### config.mk
export PLATFORM = sky130hd
export DESIGN_NAME = ltes_top
export DESIGN_NICKNAME = d
export VERILOG_FILES = /design/src/core/ltes_pkg.sv /design/src/core/ltes_top.sv /design/src/core/ltes_ffe_tracker.sv
export VERILOG_INCLUDE_DIRS = /design/src /design/src/core
export SDC_FILE = /design/constraint.sdc
export NUM_CORES = 1
export LEC_CHECK = 0
export BUFFER_PORTS_ARGS = -buffer_cell sky130_fd_sc_hd__buf_2
export CORE_UTILIZATION = 47
export DETAILED_ROUTE_END_ITERATION = 12
export PLACE_DENSITY_LB_ADDON = 0.1
export SETUP_SLACK_MARGIN = 0.05
export SYNTH_ARGS = -nofsm -noshare
export SYNTH_HDL_FRONTEND = slang
export SYNTH_HIERARCHICAL = 1
export SYNTH_SLANG_ARGS = --single-unit
### constraint.sdc
create_clock -name clk_i -period 2.25 [get_ports clk_i]
set_clock_uncertainty 0.05 [all_clocks]
set_input_delay 0.225 -clock clk_i [delete_from_list [all_inputs] [get_ports clk_i]]
set_output_delay 0.225 -clock clk_i [all_outputs]
set_load 0.02 [all_outputs]
### src/core/ltes_cfg.svh
// constants for the link training / equalizer status register bank
// assumes the byte register port and the equalizer core share one clock
// Behaviour
// RL1 - lane 3 request in bits 7-4, lane 2 request in bits 3-0 at 42h
// RL2 - request fields read back last snooped or host-written value
// RL3 - request Eh advances that lane's ffe level, saturating at maximum
// RL4 - request Fh returns every lane's ffe level to zero
// RL5 - done flag bit 7 is 0 while running, 1 when done; resets to 1
// RL6 - done flag valid only in training with eq enabled or after force
// RL7 - 13-bit hit counter; sticky overflow status in bit 6
// RL8 - settle-done flag bit 4 set when the dac wait timer expires
// RL9 - optimal eq code from the run shown in bits 3-0 at 50h
// RL10 - reported optimal code already includes the signed override offset
// RL11 - output swing range of last run shown in bits 6-4 at 51h
// RL12 - eye quality of last run, 4 bits in 3-0, maximum 15
// RL13 - processor raises enable pin only after supply rails are stable
// RL14 - max ffe level code 0h..3h allows levels zero up to that code
// RL15 - override offset 3 bits plus sign, used only in full adaptive mode
// RL16 - after reset max_tx_ffe_level are zero and request fields read zero; reset here zeroes the lane ffe levels, max_tx_ffe_level_i is an input
// RL17 - done flag clears when a run starts and sets when it finishes
`ifndef LTES_CFG_SVH
`define LTES_CFG_SVH
`define LTES_OFS_LANE23 8'h42
`define LTES_OFS_RESULT 8'h50
`define LTES_OFS_EYE 8'h51
`define LTES_RST_LANE23 8'h00
`define LTES_RST_RESULT 8'h80
`define LTES_RST_EYE 8'h00
`define LTES_REQ_ADVANCE 4'he
`define LTES_REQ_CLEAR 4'hf
`define LTES_BIT_DONE 7
`define LTES_BIT_OVF 6
`define LTES_BIT_SETTLE 4
`define LTES_HC_W 13
`define LTES_NUM_LANES 2
`endif

### src/core/ltes_pkg.sv
// types for the link training / equalizer status register bank
// assumes ltes_cfg.svh is included by users alongside
package ltes_pkg;
    typedef logic [1:0] ltes_level_t;
    typedef logic [3:0] ltes_nib_t;
    typedef enum logic [1:0] {
        LTES_IDLE,
        LTES_RUN
    } ltes_eq_state_t;
endpackage : ltes_pkg

### src/core/ltes_top.sv
// status register bank: lane 2/3 training requests, adaptive eq results
// assumes a byte register port from the i2c/snoop front end on clk_i,
// and an equalizer engine on the same clock giving pulses and results
`timescale 1ns/1ns
`default_nettype none
`include "ltes_cfg.svh"
module ltes_top
    import ltes_pkg::*;
(
    input wire logic clk_i, // core clock 100 MHz
    input wire logic sys_rst_i, // sync reset, high
    input wire logic ce_i, // clock enable, freezes all state
    input wire logic [7:0] reg_addr_i, // register offset
    input wire logic [7:0] reg_wdata_i, // host write data
    input wire logic reg_wr_i, // host write strobe
    input wire logic reg_rd_i, // host read strobe
    output logic [7:0] reg_rdata_o, // registered read data
    input wire logic snoop_vld_i, // snooped ddc byte to offset 42h
    input wire logic [7:0] snoop_data_i, // snooped byte value
    input wire logic [3:0] max_tx_ffe_level_i, // max ffe level code
    input wire logic adaptive_eq_enable_i, // adaptive eq enabled
    input wire logic link_training_i, // link training in progress
    input wire logic forced_eq_run_enable_i, // forced run mode
    input wire logic forced_eq_run_i, // force bit, hw clears it
    input wire logic full_aeq_mode_i, // full adaptive mode
    input wire logic [2:0] eq_override_offset_i, // override offset low bits; {sign,mag} is a 4-bit two's complement value
    input wire logic eq_override_sign_i, // 1 = negative offset
    input wire logic run_start_i, // pulse: adaptive run starts
    input wire logic run_done_i, // pulse: adaptive run finished
    input wire logic [3:0] run_eq_code_i, // raw eq code at run_done_i
    input wire logic [2:0] run_swing_i, // swing range at run_done_i
    input wire logic [3:0] run_eye_i, // eye quality at run_done_i
    input wire logic hit_i, // pulse: one equalizer hit
    input wire logic settle_expired_i, // pulse: dac wait timer expired
    output logic [1:0] lane2_ffe_level_o, // lane 2 ffe level
    output logic [1:0] lane3_ffe_level_o, // lane 3 ffe level
    output logic eq_done_valid_o // done flag is meaningful
);
    ltes_nib_t lane2_pattern_request_r, lane2_pattern_request_nxt;
    ltes_nib_t lane3_pattern_request_r, lane3_pattern_request_nxt;
    ltes_eq_state_t state_r, state_nxt;
    logic eq_done_flag_r, eq_done_flag_nxt;
    logic [`LTES_HC_W-1:0] hit_cnt_r, hit_cnt_nxt;
    logic eq_hit_counter_overflow_r, eq_hit_counter_overflow_nxt;
    logic settle_timer_done_r, settle_timer_done_nxt;
    ltes_nib_t optimal_eq_code_r, optimal_eq_code_nxt;
    logic [2:0] output_swing_range_r, output_swing_range_nxt;
    ltes_nib_t eye_quality_r, eye_quality_nxt;
    logic [7:0] rdata_r, rdata_nxt;
    logic req_upd;
    logic [7:0] req_byte;
    logic lane_adv [`LTES_NUM_LANES];
    logic any_clr;
    logic [1:0] lvl [`LTES_NUM_LANES];

    // signed offset applied to the raw code, wrapping in 4 bits
    function automatic ltes_nib_t apply_offset(input ltes_nib_t code,
        input logic [2:0] mag, input logic neg);
        ltes_nib_t m;
        m = {1'b0, mag};
        if (neg) begin
            apply_offset = code - (4'h8 - m);
        end else begin
            apply_offset = code + m;
        end
    endfunction : apply_offset

    // host write wins over a snoop in the same cycle
    always_comb begin
        req_upd = 1'b0;
        req_byte = snoop_data_i;
        if (reg_wr_i && (reg_addr_i == `LTES_OFS_LANE23)) begin
            req_upd = 1'b1;
            req_byte = reg_wdata_i;
        end else if (snoop_vld_i) begin
            req_upd = 1'b1;
        end
    end

    always_comb begin
        lane2_pattern_request_nxt = lane2_pattern_request_r;
        lane3_pattern_request_nxt = lane3_pattern_request_r;
        if (req_upd) begin
            lane3_pattern_request_nxt = req_byte[7:4]; // [RL1] [RL2]
            lane2_pattern_request_nxt = req_byte[3:0]; // [RL1] [RL2]
        end
        lane_adv[0] = req_upd && (req_byte[3:0] == `LTES_REQ_ADVANCE); // [RL3]
        lane_adv[1] = req_upd && (req_byte[7:4] == `LTES_REQ_ADVANCE); // [RL3]
        any_clr = req_upd && ((req_byte[3:0] == `LTES_REQ_CLEAR) ||
            (req_byte[7:4] == `LTES_REQ_CLEAR)); // [RL4]
    end

    always_ff @(posedge clk_i) begin
        if (sys_rst_i) begin
            lane2_pattern_request_r <= 4'(`LTES_RST_LANE23); // [RL16]
            lane3_pattern_request_r <= 4'(`LTES_RST_LANE23 >> 4); // [RL16]
        end else if (ce_i) begin
            lane2_pattern_request_r <= lane2_pattern_request_nxt;
            lane3_pattern_request_r <= lane3_pattern_request_nxt;
        end
    end

    genvar g;
    generate
        for (g = 0; g < `LTES_NUM_LANES; g++) begin : g_lane
            ltes_ffe_tracker u_trk (
                .clk_i(clk_i),
                .sys_rst_i(sys_rst_i),
                .ce_i(ce_i),
                .adv_i(lane_adv[g]),
                .clr_i(any_clr),
                .max_level_i(max_tx_ffe_level_i),
                .level_o(lvl[g])
            );
        end
    endgenerate

    assign lane2_ffe_level_o = lvl[0];
    assign lane3_ffe_level_o = lvl[1];

    // equalizer run tracking and result capture
    always_comb begin
        state_nxt = state_r;
        eq_done_flag_nxt = eq_done_flag_r;
        optimal_eq_code_nxt = optimal_eq_code_r;
        output_swing_range_nxt = output_swing_range_r;
        eye_quality_nxt = eye_quality_r;
        case (state_r)
            LTES_IDLE: begin
                if (run_start_i) begin
                    state_nxt = LTES_RUN;
                    eq_done_flag_nxt = 1'b0; // [RL17] [RL5]
                end
            end
            LTES_RUN: begin
                if (run_done_i) begin
                    state_nxt = LTES_IDLE;
                    eq_done_flag_nxt = 1'b1; // [RL17] [RL5]
                    if (full_aeq_mode_i) begin
                        optimal_eq_code_nxt = apply_offset(run_eq_code_i,
                            eq_override_offset_i,
                            eq_override_sign_i); // [RL9] [RL10] [RL15]
                    end else begin
                        optimal_eq_code_nxt = run_eq_code_i; // [RL9]
                    end
                    output_swing_range_nxt = run_swing_i; // [RL11]
                    eye_quality_nxt = run_eye_i; // [RL12]
                end
            end
            default: begin
                state_nxt = LTES_IDLE;
                eq_done_flag_nxt = 1'b1;
            end
        endcase
    end

    // sticky flags have no clear path; only reset drops them
    always_comb begin
        hit_cnt_nxt = hit_cnt_r;
        eq_hit_counter_overflow_nxt = eq_hit_counter_overflow_r;
        settle_timer_done_nxt = settle_timer_done_r;
        if (run_start_i && (state_r == LTES_IDLE)) begin
            hit_cnt_nxt = '0;
        end else if (hit_i) begin
            hit_cnt_nxt = hit_cnt_r + 13'h1; // [RL7]
        end
        // a wrapping hit is not lost to a run start in the same cycle
        if (hit_i && (&hit_cnt_r)) begin
            eq_hit_counter_overflow_nxt = 1'b1; // [RL7]
        end
        if (settle_expired_i) begin
            settle_timer_done_nxt = 1'b1; // [RL8]
        end
    end

    always_ff @(posedge clk_i) begin
        if (sys_rst_i) begin
            state_r <= LTES_IDLE;
            eq_done_flag_r <= 1'b1; // [RL5]
            optimal_eq_code_r <= 4'h0;
            output_swing_range_r <= 3'h0;
            eye_quality_r <= 4'h0;
            hit_cnt_r <= '0;
            eq_hit_counter_overflow_r <= 1'b0;
            settle_timer_done_r <= 1'b0;
        end else if (ce_i) begin
            state_r <= state_nxt;
            eq_done_flag_r <= eq_done_flag_nxt;
            optimal_eq_code_r <= optimal_eq_code_nxt;
            output_swing_range_r <= output_swing_range_nxt;
            eye_quality_r <= eye_quality_nxt;
            hit_cnt_r <= hit_cnt_nxt;
            eq_hit_counter_overflow_r <= eq_hit_counter_overflow_nxt;
            settle_timer_done_r <= settle_timer_done_nxt;
        end
    end

    // done flag only trustworthy in training or after hw dropped force
    assign eq_done_valid_o = (link_training_i && adaptive_eq_enable_i) ||
        (forced_eq_run_enable_i && !forced_eq_run_i); // [RL6]

    // readback; unmapped offsets and reserved bits read zero
    always_comb begin
        rdata_nxt = rdata_r;
        if (reg_rd_i) begin
            case (reg_addr_i)
                `LTES_OFS_LANE23: begin
                    rdata_nxt = {lane3_pattern_request_r,
                        lane2_pattern_request_r}; // [RL1] [RL2]
                end
                `LTES_OFS_RESULT: begin
                    rdata_nxt = 8'h00;
                    rdata_nxt[`LTES_BIT_DONE] = eq_done_flag_r; // [RL5]
                    rdata_nxt[`LTES_BIT_OVF] =
                        eq_hit_counter_overflow_r; // [RL7]
                    rdata_nxt[`LTES_BIT_SETTLE] = settle_timer_done_r; // [RL8]
                    rdata_nxt[3:0] = optimal_eq_code_r; // [RL9]
                end
                `LTES_OFS_EYE: begin
                    rdata_nxt = {1'b0, output_swing_range_r,
                        eye_quality_r}; // [RL11] [RL12]
                end
                default: begin
                    rdata_nxt = 8'h00;
                end
            endcase
        end
    end

    always_ff @(posedge clk_i) begin
        if (sys_rst_i) begin
            rdata_r <= 8'h00;
        end else if (ce_i) begin
            rdata_r <= rdata_nxt;
        end
    end

    assign reg_rdata_o = rdata_r;
endmodule : ltes_top
`default_nettype wire

### src/core/ltes_ffe_tracker.sv
// one lane's transmit ffe level tracker
// assumes request strobes are single-cycle pulses on clk_i
`timescale 1ns/1ns
`default_nettype none
`include "ltes_cfg.svh"
module ltes_ffe_tracker
    import ltes_pkg::*;
(
    input wire logic clk_i, // core clock
    input wire logic sys_rst_i, // sync reset, high
    input wire logic ce_i, // clock enable
    input wire logic adv_i, // advance pulse for this lane
    input wire logic clr_i, // clear pulse, any lane
    input wire logic [3:0] max_level_i, // max supported level code
    output logic [1:0] level_o // current ffe level
);
    ltes_level_t level_r, level_nxt;
    logic [3:0] cap;

    always_comb begin
        // codes above 3h have no meaning; clamp to the top level
        cap = (max_level_i > 4'h3) ? 4'h3 : max_level_i; // [RL14]
        level_nxt = level_r;
        if (clr_i) begin
            level_nxt = 2'h0; // [RL4]
        end else if (adv_i && ({2'h0, level_r} < cap)) begin
            level_nxt = level_r + 2'h1; // [RL3]
        end
    end

    always_ff @(posedge clk_i) begin
        if (sys_rst_i) begin
            level_r <= 2'h0; // [RL16]
        end else if (ce_i) begin
            level_r <= level_nxt;
        end
    end

    assign level_o = level_r;
endmodule : ltes_ffe_tracker
`default_nettype wire

==> flow_summary.ini <==
[synth]
seq_area_frac_synth = 0.373
netlist_area_um2 = 2580
synth_cell_type_count = 47
synth_ff_type = dfxtp_1
syn-num-nets = 368
synth_edf_count = 0
yosysWarnings = 6
synthArstFlopShare = 0
synth_area_per_cell_um2 = 8.51
ys_ff_latch = 48
postSynthCellCount = 303

[timing]
slew_headroom = 0.640
worst_pin_slew_ps = 539
max_freq_ghz = 0.509
rsz0062_at_grt = false
period_share = 0.873
drv_slew = 0
min_period_ps = 1960
finalHoldViolCount = 0
setup_viol = 0

[worst_setup_path]
slowest_stage = or4b_4
cp.required_ps = 2420
worstPathBufferInverterCount = 1
cpPeakStageDelay_ps = 550
cp.arrival_ps = 2140
critPathKind = in2reg
critPathLaunchType = input port
cp_max_fo = 6
cpMostUsedCell = nand2_1
reg2reg_from = hit_cnt_r[0]
cpLargestDelayFamily = simple AND/OR/NAND/NOR gates
crit_path_end_kind = flip-flop
cp_cell_sequence = buf_2, or4b_4, nor3_4, nand2_1, o31ai_1, nand2_1, nor4b_1, mux2i_1
worstSetupStartpoint = reg_addr_i[2]

[clock_tree]
holdBufCountCts = 0
clock_tree.buffer_depth = 2
numCtsBuffers = 5
cts_tree = done
h-tree-depth = 2
clockRootBuffer = clkbuf_8
ctsResizeCount = 0
path_clk_slew_ps = 80
clkLatencyLatePin_ps = 300
cts.sinks = 48
post-cts-setup-buffer-count = 0

[floorplan]
die_y_um = 76.1
dieArea_um2 = 5780
io_pins = 71
start_util = 0.495
dieWidth_um = 76.1
rows = 26
coreArea_um2 = 5200

[placement]
post-dp-hpwl_um = 4370
gp_congestion = 0.831
port_buffers = 70

[detailed_routing]
dr.pass1.iters = 4
wl_met2_um = 2720
vias = 2440
drc_errors = 0
drt_wl_total_um = 5830
met3_length_um = 223
wl_met1_um = 2840
ant_nets = 0
maxUsedRoutingLayer = met4
post_drt_wl_per_cell_um = 13.2
routed_via_density = 5.51
drt_iter0_drc = 78

[layout]
final_cell_mix = 70 x buf_2, 48 x dfxtp_1, 39 x nand2_1
fillerInstances = 515
multi_input_area_um2 = 1540
drive_gt1_frac = 0.255
fin_nets = 437
seqCellArea_um2 = 961
area_delta_synth_final_pct = 20.8
mostFrequentLayoutCell = buf_2
utilization = 0.598
antennaDiodeCount = 0

[global_routing]
grt_max_degree = 23
grt_pass1_vias = 2147
grt_usage = 0.210
globalRouteOverflowTotal = 0
grt_pass1_wl_um = 9840
antenna_found_initial = 0

[outcome]
status = completed

[power_and_ir_drop]
power_density_nw_per_um2 = 519
total_power_uw = 1620
leakagePower_uw = 0.00121
irDropWorstVdd_mv = 0.263

[min_path]
hold_start = run_eye_i[0]
hp-class = in2reg

[job]
maxCapViolations = 0
per-layer routing:
metal  up-vias  GRT usage
met3         4     0.0335
li1       1255          -
met2        58      0.334
met5         -          0
met4         0     0.0635
met1      1123      0.292
final cells by class:
type,instances,share of cell area
inverter,5,0.00603
timing repair buffer,79,0.134
tap,70,0.0281
multi-input combinational,233,0.494
sequential,48,0.309
clock buffer,8,0.0289
cells by family after synthesis:
group                    Yosys count  share of synthesized area
AND/OR/NAND/NOR                  118                      0.242
AO/OA/AOI/OAI                     84                      0.222
flip-flops                        48                      0.373
buffers and inverters             22                     0.0359
multiplexers                      18                     0.0699
adder cells (fa/ha/maj)            7                     0.0369
XOR/XNOR                           6                     0.0204
final timing paths:
check | end | slack, ps | depth (start not counted)
min | eye_quality_r[0] | 110 | 3
min reg2reg | reg_rdata_o[0] | 400 | 2
max | g_lane[1].u_trk/level_o[1] | 290 | 8
max reg2reg | hit_cnt_r[10] | 710 | 5
sequential cells by signal, indices dropped and copies added (netlist names):
register / cells
reg_rdata_o: 8
g_lane.u_trk/level_o: 4
eq_done_flag_r: 1
eye_quality_r: 4
hit_cnt_r: 13
state_r: 1
lane3_pattern_request_r: 4
lane2_pattern_request_r: 4
eq_hit_counter_overflow_r: 1
output_swing_range_r: 3
optimal_eq_code_r: 4
settle_timer_done_r: 1
cells in the mapped netlist, drive strengths merged, types with 2 or more instances:
cell type / instances / area share
o2111ai: 4 / 0.014
mux2i: 18 / 0.070
nand4: 5 / 0.012
o31ai: 4 / 0.017
nand2b: 3 / 0.0073
buf: 6 / 0.013
and3: 4 / 0.0097
xor2: 4 / 0.014
clkbuf: 11 / 0.016
nand3: 14 / 0.027
xnor2: 2 / 0.0068
nor3b: 2 / 0.0058
o211ai: 2 / 0.0058
ha: 6 / 0.029
o311ai: 2 / 0.0068
nor2b: 2 / 0.0049
or4: 3 / 0.0087
nor2: 18 / 0.026
and4: 2 / 0.0068
nor3: 5 / 0.014
a211oi: 13 / 0.048
and2: 3 / 0.0073
inv: 5 / 0.0073
nand3b: 2 / 0.0058
nor4b: 4 / 0.014
o2bb2ai: 7 / 0.024
or3: 8 / 0.019
nand2: 39 / 0.057
a21oi: 36 / 0.070
dfxtp: 48 / 0.37
o21ai: 10 / 0.019
stage by stage:
stage	TNS (ps)	cells	cell area (um^2)	setup slack (ps)	hold slack (ps)
after detailed placement	-3.81	435	3020	-3.81	396
final	0	443	3110	286	113
after global placement	0	435	3020	29.4	392
after floorplan	0	303	2590	35.9	311
after CTS	0	443	3110	302	103
after global routing	0	443	3110	160	111
report_power, final:
group | internal [uW] | switching [uW]
logic | 95.7 | 123
registers | 868 | 11.1
clock network | 251 | 269
tightest hold or removal path: stages:
cell     delay [ps]
buf_2            90
nand2_1          40
a21oi_1          50
(Power assumes the default switching activity.)
